## config.mk

```make
export PLATFORM = sky130hd
export DESIGN_NAME = mirs_reset_seq
export DESIGN_NICKNAME = d
export VERILOG_FILES = /design/src/hw/mirs_pkg.sv /design/src/hw/mirs_reset_seq.sv /design/src/hw/mirs_sync2.sv /design/src/hw/mirs_clk_div.sv
export SDC_FILE = /design/constraint.sdc
export NUM_CORES = 1
export LEC_CHECK = 0
export BUFFER_PORTS_ARGS = -buffer_cell sky130_fd_sc_hd__buf_2
export CAP_MARGIN = 20
export CORE_ASPECT_RATIO = 1.25
export CORE_MARGIN = 4
export CORE_UTILIZATION = 40
export DETAILED_ROUTE_END_ITERATION = 8
export SLEW_MARGIN = 20
export SYNTH_ARGS = -nofsm -noshare
export SYNTH_HDL_FRONTEND = slang
export SYNTH_HIERARCHICAL = 1
export SYNTH_SLANG_ARGS = --single-unit
```

## constraint.sdc

```tcl
create_clock -name clk -period 2 [get_ports clk]
set_input_delay 0.2 -clock clk [delete_from_list [all_inputs] [get_ports clk]]
set_output_delay 0.2 -clock clk [all_outputs]
set_load 0.02 [all_outputs]
```

## src/hw/mirs_pkg.sv

```systemverilog
package mirs_pkg;

  // ----------------------------------------------------------------
  // Register bus geometry and map
  // ----------------------------------------------------------------
  localparam int          ADDR_W       = 8;
  localparam int          DATA_W       = 32;
  localparam logic [7:0]  REG_CTRL     = 8'h00;
  localparam logic [7:0]  REG_STATUS   = 8'h04;
  localparam logic [7:0]  REG_IRQ_STAT = 8'h08;
  localparam logic [7:0]  REG_IRQ_MASK = 8'h0C;

  // Control register fields and reset value.
  localparam int          CTRL_SOFT_REQ = 0;
  localparam int          CTRL_XCLK_LSB = 4;
  localparam int          N_XCLK        = 4;
  localparam logic [3:0]  XCLK_EN_RST   = 4'h0;

  // Status register fields.
  localparam int          STAT_FLAGS_LSB = 0;
  localparam int          STAT_STATE_LSB = 4;

  // Interrupt bit positions, shared by status and mask registers.
  localparam int          IRQ_W        = 4;
  localparam int          IRQ_DONE     = 0;
  localparam int          IRQ_CALFAIL  = 1;
  localparam int          IRQ_LOCKLOST = 2;
  localparam int          IRQ_REQACC   = 3;
  localparam logic [3:0]  IRQ_MASK_RST = 4'h0;

  // ----------------------------------------------------------------
  // Timing
  // ----------------------------------------------------------------
  localparam int CLK_PERIOD_PS   = 5000;
  localparam int REQ_MIN_CYC     = 2;
  localparam int RST_HOLD_NS     = 100;
  localparam int RST_HOLD_CYC    = (RST_HOLD_NS * 1000 + CLK_PERIOD_PS - 1) / CLK_PERIOD_PS;
  localparam int CAL_TIMEOUT_US  = 100;
  localparam int CAL_TIMEOUT_CYC = (CAL_TIMEOUT_US * 1000000) / CLK_PERIOD_PS;
  localparam int CNT_W           = 16;

  // Half periods of the extra core clocks, in core clock cycles.
  localparam int XCLK_HALF [N_XCLK] = '{1, 2, 3, 4};
  localparam int XCLK_CNT_W         = 4;

  // ----------------------------------------------------------------
  // Types
  // ----------------------------------------------------------------
  typedef enum {ST_WAIT_LOCK, ST_HOLD, ST_CAL, ST_READY} mirs_state_e;

  typedef struct packed {
    logic calFail;
    logic calPass;
    logic pllLocked;
    logic resetDone;
  } mirs_stat_s;

  typedef struct packed {
    logic              wr;
    logic              rd;
    logic [ADDR_W-1:0] addr;
    logic [DATA_W-1:0] wdata;
  } mirs_bus_s;

endpackage

```

## src/hw/mirs_reset_seq.sv

```systemverilog
// Chosen here: the strobed register port and the register addresses.
`timescale 1ns/10ps
// Overview of operation
// - A valid request resets the interface and then runs a full calibration.
// - The request is sampled asynchronously; only its pulse width matters.
// - Reset-done rises only when finished, out of reset, and ready for requests.
// - Reset-done stays low for the whole time the interface is in reset.
// - The lock output follows whether the interface PLL has locked.
// - Up to four extra core clocks, each present only when configured.
// - Extra core clocks are unrelated to the interface core clock domains.
// - User reset asserts asynchronously and releases synchronously to the user clock.
// - After calibration a pass or a fail indication goes high.
module mirs_reset_seq #(
  parameter int CAL_TIMEOUT = mirs_pkg::CAL_TIMEOUT_CYC
) (
  // Clock, reset and clock enable.
  input  wire logic                               clk,
  input  wire logic                               rst,
  input  wire logic                               ce,
  // Register bus.
  input  wire mirs_pkg::mirs_bus_s                bus,
  output logic      [mirs_pkg::DATA_W-1:0]        rdata,
  // Reset request and status to user logic.
  input  wire logic                               resetReqPin,
  output logic                                    resetDone,
  output logic                                    usrResetN,
  // PLL lock from the analog PLL and its reported state.
  input  wire logic                               pllLockPin,
  output logic                                    pllLocked,
  // Extra core clocks.
  output logic      [mirs_pkg::N_XCLK-1:0]        xclk,
  // Calibration engine handshake.
  output logic                                    calStart,
  input  wire logic                               phyCalDone,
  input  wire logic                               phyCalPass,
  output logic                                    calSuccess,
  output logic                                    calFail,
  // Interrupt.
  output logic                                    irq
);

  // ----------------------------------------------------------------
  // Input synchronisation
  // ----------------------------------------------------------------
  logic reqSync;
  logic lockSync;
  logic reqDly_r;
  logic reqDlyNxt;
  logic reqEdge;

  // Both pins come from outside the core domain. A request of two core
  // clocks is long enough to be caught by the synchroniser.
  mirs_sync2 #(.W(2)) u_sync (
    .clk (clk),
    .rst (rst),
    .ce  (ce),
    .d   ({resetReqPin, pllLockPin}),
    .q   ({reqSync, lockSync})
  );

  // Rising edge of the synchronised request; a held-high line fires once.
  always_comb begin
    reqDlyNxt = ce ? reqSync : reqDly_r;
    reqEdge   = reqSync & ~reqDly_r;
  end

  always_ff @(posedge clk or posedge rst) begin
    if (rst) begin
      reqDly_r <= 1'b0;
    end else begin
      reqDly_r <= reqDlyNxt;
    end
  end

  // ----------------------------------------------------------------
  // Reset and calibration sequencer
  // ----------------------------------------------------------------
  mirs_pkg::mirs_state_e            state_r;
  mirs_pkg::mirs_state_e            stateNxt;
  logic [mirs_pkg::CNT_W-1:0]       cnt_r;
  logic [mirs_pkg::CNT_W-1:0]       cntNxt;
  mirs_pkg::mirs_stat_s             stat_r;
  mirs_pkg::mirs_stat_s             statNxt;
  logic                             calStartNxt;
  logic [1:0]                       usrRst_r;
  logic [1:0]                       usrRstNxt;
  logic                             softReq;
  logic                             accept;
  logic                             inReset;
  logic [mirs_pkg::IRQ_W-1:0]       evt;

  // Requests are taken only when ready; a request raised during a reset is
  // dropped, since the sequence it would restart is already running.
  assign accept  = (state_r == mirs_pkg::ST_READY) && (reqEdge || softReq);
  assign inReset = (state_r != mirs_pkg::ST_READY);

  // Next state, hold/timeout counter and status flags.
  always_comb begin
    stateNxt    = state_r;
    cntNxt      = cnt_r;
    statNxt     = stat_r;
    calStartNxt = 1'b0;
    evt         = '0;
    if (ce) begin
      statNxt.pllLocked = lockSync;
      unique case (state_r)
        mirs_pkg::ST_WAIT_LOCK: begin
          cntNxt = '0;
          if (lockSync) begin
            stateNxt = mirs_pkg::ST_HOLD;
          end
        end
        mirs_pkg::ST_HOLD: begin
          if (cnt_r == mirs_pkg::CNT_W'(mirs_pkg::RST_HOLD_CYC - 1)) begin
            cntNxt      = '0;
            stateNxt    = mirs_pkg::ST_CAL;
            calStartNxt = 1'b1;
          end else begin
            cntNxt = cnt_r + 1'b1;
          end
        end
        mirs_pkg::ST_CAL: begin
          cntNxt = cnt_r + 1'b1;
          if (phyCalDone) begin
            stateNxt        = mirs_pkg::ST_READY;
            statNxt.calPass = phyCalPass;
            statNxt.calFail = ~phyCalPass;
          end else if (cnt_r == mirs_pkg::CNT_W'(CAL_TIMEOUT - 1)) begin
            // A silent calibration engine must not hang the sequence.
            stateNxt        = mirs_pkg::ST_READY;
            statNxt.calFail = 1'b1;
          end
          if (stateNxt == mirs_pkg::ST_READY) begin
            evt[mirs_pkg::IRQ_DONE]    = 1'b1;
            evt[mirs_pkg::IRQ_CALFAIL] = statNxt.calFail;
          end
        end
        mirs_pkg::ST_READY: begin
          if (accept) begin
            stateNxt                  = mirs_pkg::ST_HOLD;
            cntNxt                    = '0;
            statNxt.calPass           = 1'b0;
            statNxt.calFail           = 1'b0;
            evt[mirs_pkg::IRQ_REQACC] = 1'b1;
          end
        end
      endcase
      // Losing lock overrides state, calStart, flags and the done event, and restarts from the top.
      if (!lockSync && state_r != mirs_pkg::ST_WAIT_LOCK) begin
        stateNxt                    = mirs_pkg::ST_WAIT_LOCK;
        calStartNxt                 = 1'b0;
        statNxt.calPass             = 1'b0;
        statNxt.calFail             = 1'b0;
        evt[mirs_pkg::IRQ_LOCKLOST] = 1'b1;
        evt[mirs_pkg::IRQ_DONE]     = 1'b0;
      end
      statNxt.resetDone = (stateNxt == mirs_pkg::ST_READY);
      // User reset goes low at once and climbs out through two flops.
      usrRstNxt = (stateNxt != mirs_pkg::ST_READY) ? 2'h0 : {usrRst_r[0], 1'b1};
    end else begin
      usrRstNxt = usrRst_r;
    end
  end

  always_ff @(posedge clk or posedge rst) begin
    if (rst) begin
      state_r  <= mirs_pkg::ST_WAIT_LOCK;
      cnt_r    <= '0;
      stat_r   <= '0;
      calStart <= 1'b0;
      usrRst_r <= 2'h0;
    end else begin
      state_r  <= stateNxt;
      cnt_r    <= cntNxt;
      stat_r   <= statNxt;
      calStart <= calStartNxt;
      usrRst_r <= usrRstNxt;
    end
  end

  assign resetDone  = stat_r.resetDone;
  assign pllLocked  = stat_r.pllLocked;
  assign calSuccess = stat_r.calPass;
  assign calFail    = stat_r.calFail;
  assign usrResetN  = usrRst_r[1];

  // ----------------------------------------------------------------
  // Register file and interrupt
  // ----------------------------------------------------------------
  logic [mirs_pkg::N_XCLK-1:0] xclkEn_r;
  logic [mirs_pkg::N_XCLK-1:0] xclkEnNxt;
  logic [mirs_pkg::IRQ_W-1:0]  irqStat_r;
  logic [mirs_pkg::IRQ_W-1:0]  irqStatNxt;
  logic [mirs_pkg::IRQ_W-1:0]  irqMask_r;
  logic [mirs_pkg::IRQ_W-1:0]  irqMaskNxt;
  logic [mirs_pkg::DATA_W-1:0] rdataNxt;
  logic                        irqNxt;

  assign softReq = ce && bus.wr && (bus.addr == mirs_pkg::REG_CTRL)
                   && bus.wdata[mirs_pkg::CTRL_SOFT_REQ];

  // Writes, write-one-to-clear status and read mux. A new event beats a
  // clear in the same cycle so no event is lost.
  always_comb begin
    xclkEnNxt  = xclkEn_r;
    irqStatNxt = irqStat_r;
    irqMaskNxt = irqMask_r;
    rdataNxt   = rdata;
    irqNxt     = irq;
    if (ce) begin
      rdataNxt = '0;
      if (bus.wr) begin
        unique case (bus.addr)
          mirs_pkg::REG_CTRL:
            xclkEnNxt = bus.wdata[mirs_pkg::CTRL_XCLK_LSB +: mirs_pkg::N_XCLK];
          mirs_pkg::REG_IRQ_STAT: irqStatNxt = irqStat_r & ~bus.wdata[mirs_pkg::IRQ_W-1:0];
          mirs_pkg::REG_IRQ_MASK: irqMaskNxt = bus.wdata[mirs_pkg::IRQ_W-1:0];
          default: ;
        endcase
      end
      irqStatNxt = irqStatNxt | evt;
      if (bus.rd) begin
        unique case (bus.addr)
          mirs_pkg::REG_CTRL:
            rdataNxt[mirs_pkg::CTRL_XCLK_LSB +: mirs_pkg::N_XCLK] = xclkEn_r;
          mirs_pkg::REG_STATUS: begin
            rdataNxt[mirs_pkg::STAT_FLAGS_LSB +: 4] = stat_r;
            rdataNxt[mirs_pkg::STAT_STATE_LSB +: 2] = 2'(state_r);
          end
          mirs_pkg::REG_IRQ_STAT: rdataNxt[mirs_pkg::IRQ_W-1:0] = irqStat_r;
          mirs_pkg::REG_IRQ_MASK: rdataNxt[mirs_pkg::IRQ_W-1:0] = irqMask_r;
          default: ;
        endcase
      end
      irqNxt = |(irqStatNxt & irqMaskNxt);
    end
  end

  always_ff @(posedge clk or posedge rst) begin
    if (rst) begin
      xclkEn_r  <= mirs_pkg::XCLK_EN_RST;
      irqStat_r <= '0;
      irqMask_r <= mirs_pkg::IRQ_MASK_RST;
      rdata     <= '0;
      irq       <= 1'b0;
    end else begin
      xclkEn_r  <= xclkEnNxt;
      irqStat_r <= irqStatNxt;
      irqMask_r <= irqMaskNxt;
      rdata     <= rdataNxt;
      irq       <= irqNxt;
    end
  end

  // ----------------------------------------------------------------
  // Extra core clocks
  // ----------------------------------------------------------------
  // Each divider has its own ratio, so its edges bear no fixed phase to the
  // user clock; users must synchronise anything that crosses.
  for (genvar i = 0; i < mirs_pkg::N_XCLK; i++) begin : g_xclk
    mirs_clk_div #(.HALF(mirs_pkg::XCLK_HALF[i])) u_div (
      .clk    (clk),
      .rst    (rst),
      .ce     (ce),
      .en     (xclkEn_r[i]),
      .clkOut (xclk[i])
    );
  end

  // ----------------------------------------------------------------
  // Checks
  // ----------------------------------------------------------------
  int unsigned calWait;

  always_ff @(posedge clk or posedge rst) begin
    if (rst) begin
      calWait <= 0;
    end else if (ce) begin
      calWait <= (state_r == mirs_pkg::ST_CAL) ? calWait + 1 : 0;
    end
  end

  chk_done_low_reset: assert property (@(posedge clk) disable iff (rst)
    (inReset && ce && !(state_r == mirs_pkg::ST_CAL && (phyCalDone
      || cnt_r == mirs_pkg::CNT_W'(CAL_TIMEOUT - 1)))) |=> !resetDone)
    else $error("reset-done high while in reset");

  chk_req_starts_seq: assert property (@(posedge clk) disable iff (rst)
    (ce && state_r == mirs_pkg::ST_READY && reqEdge && lockSync)
      |=> state_r == mirs_pkg::ST_HOLD && !resetDone)
    else $error("accepted request did not start reset");

  chk_done_means_ready: assert property (@(posedge clk) disable iff (rst)
    resetDone |-> state_r == mirs_pkg::ST_READY && pllLocked && usrRst_r[0])
    else $error("reset-done high outside ready state");

  chk_hold_length: assert property (@(posedge clk) disable iff (rst)
    (state_r == mirs_pkg::ST_HOLD && stateNxt == mirs_pkg::ST_CAL)
      |-> cnt_r == mirs_pkg::CNT_W'(mirs_pkg::RST_HOLD_CYC - 1) ##1 calStart)
    else $error("reset hold length wrong");

  chk_lock_loss: assert property (@(posedge clk) disable iff (rst)
    (ce && !lockSync) |=> !pllLocked && !resetDone)
    else $error("lock loss not reported");

  chk_pass_fail_excl: assert property (@(posedge clk) disable iff (rst)
    !(calSuccess && calFail))
    else $error("pass and fail both high");

  chk_usr_rst_release: assert property (@(posedge clk) disable iff (rst)
    $rose(usrResetN) |-> $past(resetDone) && resetDone)
    else $error("user reset released early");

  chk_cal_timeout: assert property (@(posedge clk) disable iff (rst)
    (ce && lockSync && state_r == mirs_pkg::ST_CAL && !phyCalDone
      && calWait == CAL_TIMEOUT - 1) |=> calFail && resetDone)
    else $error("calibration timeout not flagged");

  chk_xclk_off: assert property (@(posedge clk) disable iff (rst)
    (!xclkEn_r[0] && !xclkEn_r[1]) [*2] |-> xclk[1:0] == 2'h0)
    else $error("disabled extra clock toggling");

  cov_req_taken: cover property (@(posedge clk) disable iff (rst)
    accept ##[1:40] state_r == mirs_pkg::ST_CAL);
  cov_cal_pass: cover property (@(posedge clk) disable iff (rst) $rose(calSuccess));
  cov_cal_fail: cover property (@(posedge clk) disable iff (rst) $rose(calFail));
  cov_lock_lost: cover property (@(posedge clk) disable iff (rst) evt[mirs_pkg::IRQ_LOCKLOST]);

endmodule

```

## src/hw/mirs_sync2.sv

```systemverilog
`timescale 1ns/10ps
module mirs_sync2 #(
  parameter int W = 1
) (
  // Clock and reset.
  input  wire logic         clk,
  input  wire logic         rst,
  input  wire logic         ce,
  // Asynchronous levels in, synchronised levels out.
  input  wire logic [W-1:0] d,
  output logic      [W-1:0] q
);

  logic [W-1:0] meta_r;
  logic [W-1:0] metaNxt;
  logic [W-1:0] qNxt;

  // Two flops in a row; only the second flop reads the first.
  always_comb begin
    metaNxt = ce ? d : meta_r;
    qNxt    = ce ? meta_r : q;
  end

  always_ff @(posedge clk or posedge rst) begin
    if (rst) begin
      meta_r <= '0;
      q      <= '0;
    end else begin
      meta_r <= metaNxt;
      q      <= qNxt;
    end
  end

endmodule

```

## src/hw/mirs_clk_div.sv

```systemverilog
`timescale 1ns/10ps
module mirs_clk_div #(
  parameter int HALF = 1
) (
  // Clock and reset.
  input  wire logic clk,
  input  wire logic rst,
  input  wire logic ce,
  // Enable and divided clock.
  input  wire logic en,
  output logic      clkOut
);

  logic [mirs_pkg::XCLK_CNT_W-1:0] cnt_r;
  logic [mirs_pkg::XCLK_CNT_W-1:0] cntNxt;
  logic                            clkNxt;

  // A disabled output is parked low so that it looks absent to its user.
  always_comb begin
    cntNxt = cnt_r;
    clkNxt = clkOut;
    if (ce) begin
      if (!en) begin
        cntNxt = '0;
        clkNxt = 1'b0;
      end else if (cnt_r == mirs_pkg::XCLK_CNT_W'(HALF - 1)) begin
        cntNxt = '0;
        clkNxt = ~clkOut;
      end else begin
        cntNxt = cnt_r + 1'b1;
      end
    end
  end

  always_ff @(posedge clk or posedge rst) begin
    if (rst) begin
      cnt_r  <= '0;
      clkOut <= 1'b0;
    end else begin
      cnt_r  <= cntNxt;
      clkOut <= clkNxt;
    end
  end

endmodule

```

==> impl_metrics.csv, run 1 <==
group,metric,value,unit
outcome,status,"finished with violations",
outcome,violations,"setup timing",
cells_and_area,fillCellCount,1140,
floorplan,num_rows,45,
cells_and_area,finalNonFillerCells,768,
setup_path,required,2.23,ns
timing,slew_violations,0,
timing,finalHoldViolCount,0,
yosys,synth.avg_cell_area,10.38,sq um
yosys,yosys_warnings,6,
setup_path,crit_path_max_fanout,2,
floorplan,core,12270,sq um
yosys,synth_area,5064,sq um
global_route,grt_util_all_layers,17.25,%
global_route,grt_max_degree,82,
yosys,yosys-top-cells-area,"dfrtp_1, nor2b_1, buf_4, mux2_2, o21ai_0",
global_route,grt_util_met1,21.95,%
setup_path,worst-path-buf-inv,1,
detailed_routing,vias,3988,
clocking,cts_made_buffers,9,
floorplan,die_w,108.6,um
setup_path,cp_top_family,"compound AO/OA/AOI/OAI gates",
placement,dp_cells,747,
detailed_routing,vias_per_cell,5.193,
cells_and_area,nets,656,
timing,finalSetupViolations,18,
yosys,syn_inst,488,
placement,dp_worst_setup_slack,-0.3095,ns
placement,place.gp.congestion,0.8355,
global_route,antenna_found_initial,0,
yosys,synth_commonest_cells,"dfrtp_1, nor2b_1, nor2_1",
yosys,synth_top_area_share,49.42,%
pwr,peakVddDrop,0.6935,mV
cells_and_area,regArea,2502,sq um
cells_and_area,area_growth,26.02,%
global_route,grt_first_pass_wirelength,19.97,mm
clocking,cts_htree_levels,3,
detailed_routing,routed_wl,11.92,mm
clocking,cts.reportedPaths.clkPinSlew,0.07,ns
yosys,yosysTopAreaCell,"dfrtp_1",
global_route,gr-usage-met3,3.370,%
global_route,grt-busiest-layer,"met2",
setup_path,max_stage_delay,0.41,ns
floorplan,dieArea,14530,sq um
detailed_routing,drtIter0Drc,189,
detailed_routing,dr.pass1.iters,4,
timing,fmax,461.4,MHz
floorplan,die_y,133.8,um
timing,timing.final.crit_share,108.4,%
placement,portBuffers,43,
timing,fin_crit,2.167,ns
global_route,globalRoute.totalOverflow,0,
yosys,ys_types,67,
timing,fin_ws,-0.1674,ns
cells_and_area,multi_input_area,2460,sq um
setup_path,worstSetupEndpointType,"register",
setup_path,cp.arrival,2.40,ns
clocking,clock_latency,0.35,ns
detailed_routing,wl_per_cell,15.52,um
yosys,ys_seq_area_share,49.42,%
clocking,clk_path_buf_depth,2,
timing,tightestPinTransition,0.7975,ns
global_route,grt_pass1_vias,4129,
global_route,grt_use_met2,28.63,%
job,drv_cap,0,
detailed_routing,ant_nets,0,
yosys,synth_seq_cells,100,
setup_path,worstPathCellList,"nor4_4, buf_4, nand4_1, o31a_1, a211o_1, a41o_1, o32a_1",
cells_and_area,drive_gt1_share,30.46,%
floorplan,initial_core_util,41.25,%
floorplan,io_pins,92,
placement,dpl.hpwl,8.654,mm
timing,skew,0.009777,ns
yosys,synth_ff_type,"dfrtp_1",
clocking,cts_tree,"built",
detailed_routing,drc,0,
setup_path,startpoint_type,"register",
yosys,synth_edf_count,0,
pwr,leakage,3.119,nW
timing,rsz0062_at_grt,"true",
yosys,async_flop_share,100.0,%
cells_and_area,antenna_cells,0,
clocking,cts_root_buf,"clkbuf_16",
timing,slew_headroom,46.72,%
clocking,cts.sinks,100,
timing,whs,0.08723,ns
yosys,post-synth-top-count-cell,"dfrtp_1",
setup_path,path_class,"reg -> reg",
worst_hold_path,hold_class,"in -> reg",
setup_path,critPathSlowestCell,"dfrtp_1",
pwr,p_per_area,685.8,nW/um^2
[path summary, 6_finish.rpt]
path | end | slack [ns] | depth (start not counted) | start
max | irq | -0.17 | 7 | state_r[19]
max in group asynchronous | state_r[4] | 0.79 | 4 | rst
max reg2reg | irq | -0.17 | 7 | state_r[19]
min reg2reg | rdata[2] | 0.48 | 1 | rdata[2]
min in group asynchronous | u_sync/q[1] | 0.36 | 3 | rst
min | xclkEn_r[3] | 0.09 | 2 | bus[7]
[what timing repair did]
action	4_1_cts	5_1_grt
buffers inserted	4	0
hold buffers	1	0
gates resized for setup	12	13
hold endpoints to repair	24	0
pin swaps	14	4
setup endpoints to repair	22	25
[layout make-up]
class / count / area share [%]
inverters: 27 / 1.647
clock inverters: 5 / 0.9412
multi-input cells: 344 / 38.55
clock buffers: 11 / 3.804
repair buffers: 117 / 12.63
well taps: 164 / 3.216
flip-flops and latches: 100 / 39.22
[per-stage QoR]
step | setup TNS, ns | total power [mW] | util (%) | instance area, sq um
finish | -1.952 | 4.376 | 51.99 | 6381
global route | -4.071 | 4.557 | 51.99 | 6381
floorplan | -0.1946 | 2.471 | - | 5211
detailed placement | -4.540 | 2.634 | 48.21 | 5917
global placement | -4.446 | 2.622 | 48.21 | 5917
CTS | -2.150 | 4.426 | 51.54 | 6326
[routing by layer]
| metal | routed length (um) | vias to the layer above |
|---|---|---|
| li1 | - | 1926 |
| met1 | 5185 | 1935 |
| met2 | 5919 | 104 |
| met3 | 562 | 23 |
| met4 | 249 | 0 |
| met5 | 0 | - |
[power breakdown]
part           switching (mW)  total [mW]  internal, mW
Clock                   0.751        1.76          1.01
Sequential             0.0417        2.11          2.07
Combinational           0.308       0.506         0.198
Total                    1.10        4.38          3.28
[layout by cell type, fill, tap and decap left out, drive strengths merged, types with 6 or more instances in the layout]
master     n
dfrtp    100
ha         8
nor4      17
nand3     20
inv       27
a22oi      6
buf      116
nand4      8
nor2      31
nand2     26
o2bb2ai    7
mux2      16
conb      24
xor2      12
nor3       7
clkbuf    11
a22o       9
o21ai     27
nor2b     39
[state kept, by name, indices dropped and copies added, names as in the netlist]
register,cells
irqMask_r,4
irqStat_r,4
irq,1
pllLocked,1
calSuccess,1
usrRst_r,2
calStart,1
u_sync/meta_r,2
g_xclk.u_div/cnt_r,16
reqDly_r,1
state_r,32
u_sync/q,2
g_xclk.u_div/clkOut,4
calFail,1
rdata,8
xclkEn_r,4
cnt_r,16
[cells by family (layout without fill, tap and decap cells)]
family | Yosys count | count (layout) | synth area share, %
AOI/OAI and AO/OA | 91 | 91 | 13.29
xor gates and xnor gates | 17 | 17 | 2.940
adders and majority gates | 8 | 8 | 1.977
buffers and inverters | 67 | 160 | 6.845
DFF | 100 | 100 | 49.42
muxes | 19 | 19 | 4.225
other | 1 | 24 | 0.07406
and+or+nand+nor | 185 | 185 | 21.23
[worst reg2reg max path, delay by kind of cell, from the launching register on]
family	cells	cell delay [ns]
AO/OA/AOI/OAI	4	1.13
flip-flops	1	0.41
AND/OR/NAND/NOR	2	0.39
buffers and inverters	1	0.15
(Power assumes the default switching activity.)
==> run 2: changes to the inputs <==
--- a/config.mk
+++ b/config.mk
@@ -11,6 +11,7 @@
 export CORE_MARGIN = 4
 export CORE_UTILIZATION = 40
 export DETAILED_ROUTE_END_ITERATION = 8
+export RECOVER_POWER = 100
 export SLEW_MARGIN = 20
 export SYNTH_ARGS = -nofsm -noshare
 export SYNTH_HDL_FRONTEND = slang
==> run 2 against run 1 <==
The run still ends with setup timing left. Maximum frequency fell by 0.28%. Cell count did not move. Flip-flop and latch count did not move. Total power fell by 0.67%. Clock-buffer cell count did not move. Largest power group unchanged. Highest routed layer unchanged.
==> impl_metrics.csv, run 2 (synthesis gave the netlist of run 1 again) <==
group,metric,value,unit
pwr,netSwitchingPower,1.093,mW
detailed_routing,ant_nets,0,
worst_hold_path,holdPathStages,2,
setup_path,cp.arrival,2.41,ns
clocking,clock_latency,0.35,ns
pwr,peakVddDrop,0.6922,mV
global_route,grt_util_all_layers,17.25,%
timing,timing.final.crit_share,108.7,%
timing,slew_headroom,49.30,%
cells_and_area,top_register,"state_r",
setup_path,startpoint_type,"register",
timing,tightestPinTransition,0.7589,ns
setup_path,required,2.23,ns
placement,dp_cells,747,
clocking,cts_tree,"built",
cells_and_area,layout_common_cells,"dfrtp_1, buf_4, clkbuf_1, nor2b_1, nor2_1",
clocking,cts.reportedPaths.clkPinSlew,0.07,ns
timing,rsz0062_at_grt,"true",
cells_and_area,regArea,2502,sq um
clocking,cts_htree_levels,3,
timing,fin_ws,-0.1735,ns
timing,whs,0.08700,ns
cells_and_area,drive_gt1_share,23.18,%
detailed_routing,wl_per_cell,15.57,um
cells_and_area,multi_input_area,2407,sq um
placement,place.gp.congestion,0.8355,
detailed_routing,drc,0,
worst_hold_path,hold_path_startpoint,"bus[7]",
setup_path,rr_worst_depth,7,
global_route,grt_pass1_vias,4129,
global_route,grt_first_pass_wirelength,19.97,mm
pwr,seqPwrFrac,48.5,%
pwr,power.internal,3.253,mW
cells_and_area,fin_util,50.67,%
pwr,pwr-share-clk,40.4,%
clocking,cts_made_buffers,9,
pwr,power.total,4.347,mW
timing,tns,-2.050,ns
clocking,cts_root_buf,"clkbuf_16",
timing,slew_violations,0,
floorplan,num_rows,45,
worst_hold_path,hold_class,"in -> reg",
cells_and_area,antenna_cells,0,
timing,skew,0.01012,ns
placement,dpl.hpwl,8.654,mm
global_route,globalRoute.totalOverflow,0,
global_route,antenna_found_initial,0,
clocking,cts.sinks,100,
floorplan,initial_core_util,41.25,%
setup_path,critical_path.reg2reg.endpoint,"irq",
pwr,p_per_area,698.8,nW/um^2
clocking,clk_path_buf_depth,2,
setup_path,rrSetupSlack,-0.17,ns
timing,fin_crit,2.174,ns
cells_and_area,final_common_cell,"dfrtp_1",
timing,finalHoldViolCount,0,
cells_and_area,nets,656,
floorplan,io_pins,92,
detailed_routing,vias,3969,
worst_hold_path,min_to,"xclkEn_r[3]",
detailed_routing,vias_per_cell,5.168,
placement,portBuffers,43,
placement,dpl_cell_area,5917,sq um
floorplan,die_y,133.8,um
placement,dp_worst_setup_slack,-0.3095,ns
outcome,violations,"setup timing",
pwr,leakage,2.932,nW
cells_and_area,top_regs,"state_r: 32 flops, cnt_r: 16 flops, g_xclk.u_div/cnt_r: 16 flops",
cells_and_area,fillCellCount,1174,
detailed_routing,dr.pass1.iters,4,
pwr,p_comb_share,11.1,%
setup_path,worstReg2RegStart,"state_r[19]",
detailed_routing,drtIter0Drc,183,
setup_path,path_class,"reg -> reg",
setup_path,worstSetupEndpointType,"register",
floorplan,core,12270,sq um
timing,finalSetupViolations,18,
cells_and_area,largest_reg_flops,32,
job,drv_cap,0,
outcome,status,"finished with violations",
global_route,grt_max_degree,82,
detailed_routing,routed_wl,11.96,mm
pwr,p_sw_share,25.15,%
floorplan,die_w,108.6,um
cells_and_area,fin_area,6220,sq um
cells_and_area,area_growth,22.83,%
timing,fmax,460.1,MHz
floorplan,dieArea,14530,sq um
cells_and_area,finalNonFillerCells,768,
setup_path,crit_path_max_fanout,2,
## run 2: changes by cell type in the layout (fill, tap and decap cells not counted), sizes merged
cell    before  now
buf        116   74
clkbuf      11   53
## run 2: cell type report
cell class,instances,share of cell area (%)
clock inverter,5,0.9656
timing repair buffer,117,11.20
inverter,27,1.690
multi-input combinational,344,38.70
clock buffer,11,3.903
sequential,100,40.23
tap,164,3.299
## run 2: worst max-delay path by stage
stage           endpoint  slack, ns         from
2_1_floorplan  cnt_r[10]      -0.05  state_r[19]
3_3_place_gp   cnt_r[12]      -0.29  state_r[19]
3_5_place_dp   cnt_r[12]      -0.31  state_r[19]
4_1_cts         cnt_r[3]      -0.20  state_r[14]
5_1_grt              irq      -0.28  state_r[19]
6_report             irq      -0.17  state_r[19]
## run 2: power groups by stage
stage | clock [mW] | combinational, mW | sequential (mW)
5_1_grt | 1.88 | 0.535 | 2.11
3_3_place_gp | 0 | 0.476 | 2.15
2_1_floorplan | 0 | 0.321 | 2.15
6_report | 1.76 | 0.481 | 2.11
4_1_cts | 1.81 | 0.505 | 2.11
3_5_place_dp | 0 | 0.486 | 2.15
## run 2: critical path: stages (launching register included)
cell     delay [ns]
dfrtp_1        0.41
nor4_4         0.31
buf_4          0.15
nand4_1        0.08
o31a_1         0.32
a211o_1        0.32
a41o_1         0.21
o32a_1         0.29
## run 2: layer usage
layer | up-vias | part of all wire [%] | GRT usage (%)
met2 | 98 | 50 | 28.63
met1 | 1923 | 44 | 21.95
met3 | 24 | 4.8 | 3.370
met4 | 0 | 2.1 | 7.018
met5 | - | 0 | 0
li1 | 1924 | - | -
## run 2: what timing repair did
item | 4_1_cts | 5_1_grt
setup endpoints to repair | 22 | 25
hold endpoints to repair | 24 | 0
pin swaps | 14 | 4
hold buffers | 1 | 0
cloned | 0 | 0
gates resized for setup | 12 | 13
buffers inserted | 4 | 0
==> run 3: changes to the inputs <==
--- a/config.mk
+++ b/config.mk
@@ -7,11 +7,16 @@
 export LEC_CHECK = 0
 export BUFFER_PORTS_ARGS = -buffer_cell sky130_fd_sc_hd__buf_2
 export CAP_MARGIN = 20
+export CELL_PAD_IN_SITES_DETAIL_PLACEMENT = 1
+export CELL_PAD_IN_SITES_GLOBAL_PLACEMENT = 2
 export CORE_ASPECT_RATIO = 1.25
 export CORE_MARGIN = 4
-export CORE_UTILIZATION = 40
+export CORE_UTILIZATION = 32
+export CTS_CLUSTER_SIZE = 30
 export DETAILED_ROUTE_END_ITERATION = 8
+export PLACE_DENSITY_LB_ADDON = 0.1
 export RECOVER_POWER = 100
+export SKIP_CTS_REPAIR_TIMING = 1
 export SLEW_MARGIN = 20
 export SYNTH_ARGS = -nofsm -noshare
 export SYNTH_HDL_FRONTEND = slang
==> run 3 against run 2 <==
The flow still finishes with violations (setup timing). Total power up 1.3%. Global-route usage decreased by 1.7 points. Core utilization is 9.7 points lower. Cell count up 4.7%. Maximum frequency decreased by 2.8%. Clock power hardly changed. Sequential power is essentially flat. Clock skew rose by 0.0018 ns. Critical path type unchanged. Largest power group unchanged. Highest routed layer unchanged.
==> impl_metrics.csv, run 3 (synthesis gave the netlist of run 1 again) <==
group,metric,value,unit
outcome,status,"finished with violations",
outcome,violations,"setup timing",
timing,fin_ws,-0.2362,ns
floorplan,die_w,120.5,um
setup_path,cp.arrival,2.47,ns
detailed_routing,drc,0,
detailed_routing,dr.pass1.iters,4,
timing,skew,0.01189,ns
global_route,grt_util_all_layers,15.53,%
timing,slew_headroom,34.84,%
detailed_routing,routed_wl,13.63,mm
setup_path,startpoint_type,"register",
timing,fin_crit,2.236,ns
global_route,antenna_found_initial,0,
cells_and_area,nets,645,
global_route,grt_first_pass_wirelength,22.10,mm
cells_and_area,layout_common_cells,"dfrtp_1, buf_4, nor2b_1, clkbuf_1",
job,drv_cap,0,
cells_and_area,finalNonFillerCells,804,
cells_and_area,area_growth,25.87,%
clocking,cts_htree_levels,3,
placement,dp_cells,785,
detailed_routing,vias_per_cell,4.874,
clocking,clk_path_buf_depth,2,
floorplan,initial_core_util,32.52,%
timing,finalSetupViolations,20,
setup_path,crit_path_max_fanout,2,
global_route,grt_max_degree,62,
cells_and_area,antenna_cells,0,
cells_and_area,top_regs,"state_r: 32 flops, cnt_r: 16 flops, g_xclk.u_div/cnt_r: 16 flops",
pwr,peakVddDrop,0.3125,mV
detailed_routing,wl_per_cell,16.95,um
clocking,cts_root_buf,"clkbuf_16",
pwr,leakage,2.946,nW
placement,dpl.hpwl,9.930,mm
clocking,clock_latency,0.35,ns
timing,timing.final.crit_share,111.8,%
timing,rsz0062_at_grt,"true",
placement,portBuffers,43,
setup_path,path_class,"reg -> reg",
timing,fmax,447.2,MHz
global_route,globalRoute.totalOverflow,0,
timing,finalHoldViolCount,0,
clocking,cts_tree,"built",
floorplan,num_rows,51,
pwr,p_per_area,690.8,nW/um^2
detailed_routing,vias,3919,
cells_and_area,drive_gt1_share,26.86,%
timing,slew_violations,0,
clocking,cts.reportedPaths.clkPinSlew,0.07,ns
placement,place.gp.congestion,0.7820,
global_route,grt_pass1_vias,4161,
floorplan,io_pins,92,
clocking,cts_made_buffers,9,
cells_and_area,largest_reg_flops,32,
timing,tightestPinTransition,0.9685,ns
detailed_routing,ant_nets,0,
floorplan,dieArea,17910,sq um
setup_path,worstSetupEndpointType,"register",
setup_path,required,2.23,ns
worst_hold_path,hold_class,"in -> reg",
pwr,power.total,4.403,mW
floorplan,core,15570,sq um
detailed_routing,drtIter0Drc,157,
clocking,cts.sinks,100,
floorplan,die_y,148.6,um
cells_and_area,final_common_cell,"dfrtp_1",
cells_and_area,top_register,"state_r",
==> run 3: cell types whose count changed in the layout (fill, tap and decap cells not counted), sizes merged <==
cell | previous run | this run
inv | 27 | 28
clkinv | 2 | 1
buf | 74 | 76
clkbuf | 53 | 39
==> run 3: per-stage QoR <==
step	hold slack [ns]	setup TNS, ns	instance area [sq um]	worst slack [ns]	util [%]
after detailed placement	0.1902	-3.508	5927	-0.2346	38.07
after global routing	0.07654	-5.201	6374	-0.3071	40.94
after global placement	0.1852	-2.576	5927	-0.2255	38.07
after floorplan	-0.03392	-0.1946	5211	-0.04982	-
after CTS	-0.2057	-3.924	6216	-0.2560	39.92
final	0.08258	-2.734	6374	-0.2362	40.94
==> run 3: final timing paths <==
check / from / slack, ns / endpoint / depth (start not counted)
hold reg to reg: rdata[3] / 0.48 / rdata[3] / 1
setup / recovery: state_r[10] / -0.24 / irq / 7
min in group asynchronous: rst / 0.43 / u_sync/meta_r[1] / 3
hold / removal: bus[4] / 0.08 / xclkEn_r[0] / 2
setup reg to reg: state_r[10] / -0.24 / irq / 7
max in group asynchronous: rst / 0.39 / cnt_r[10] / 4
==> run 3: final cells by class <==
cell class | instances | area, sq um
clock inverters | 5 | 60.06
multi-input cells | 344 | 2525
fillers | 1806 | 9196
inverters | 27 | 102.6
well taps | 212 | 265.3
repair buffers | 106 | 689.4
clock buffers | 10 | 229.0
flip-flops and latches | 100 | 2502
==> run 3: power breakdown <==
group	switching [mW]	internal (mW)
clock network	0.797	0.972
registers	0.0419	2.07
logic	0.328	0.197
total	1.17	3.24
==> run 3: layer usage <==
layer  wire, um  GRT usage (%)
met3        358          3.195
met5          0              0
met4        140          4.082
met2       6882          26.69
met1       6250          19.93
==> run 3: worst max-delay path, stage by stage, from the launching register on <==
cell and delay (ns):
dfrtp_1 0.39, nor4_2 0.34, buf_4 0.17, nand4_1 0.09
o31a_1 0.33, a211o_1 0.32, a41o_1 0.20, o32a_1 0.28
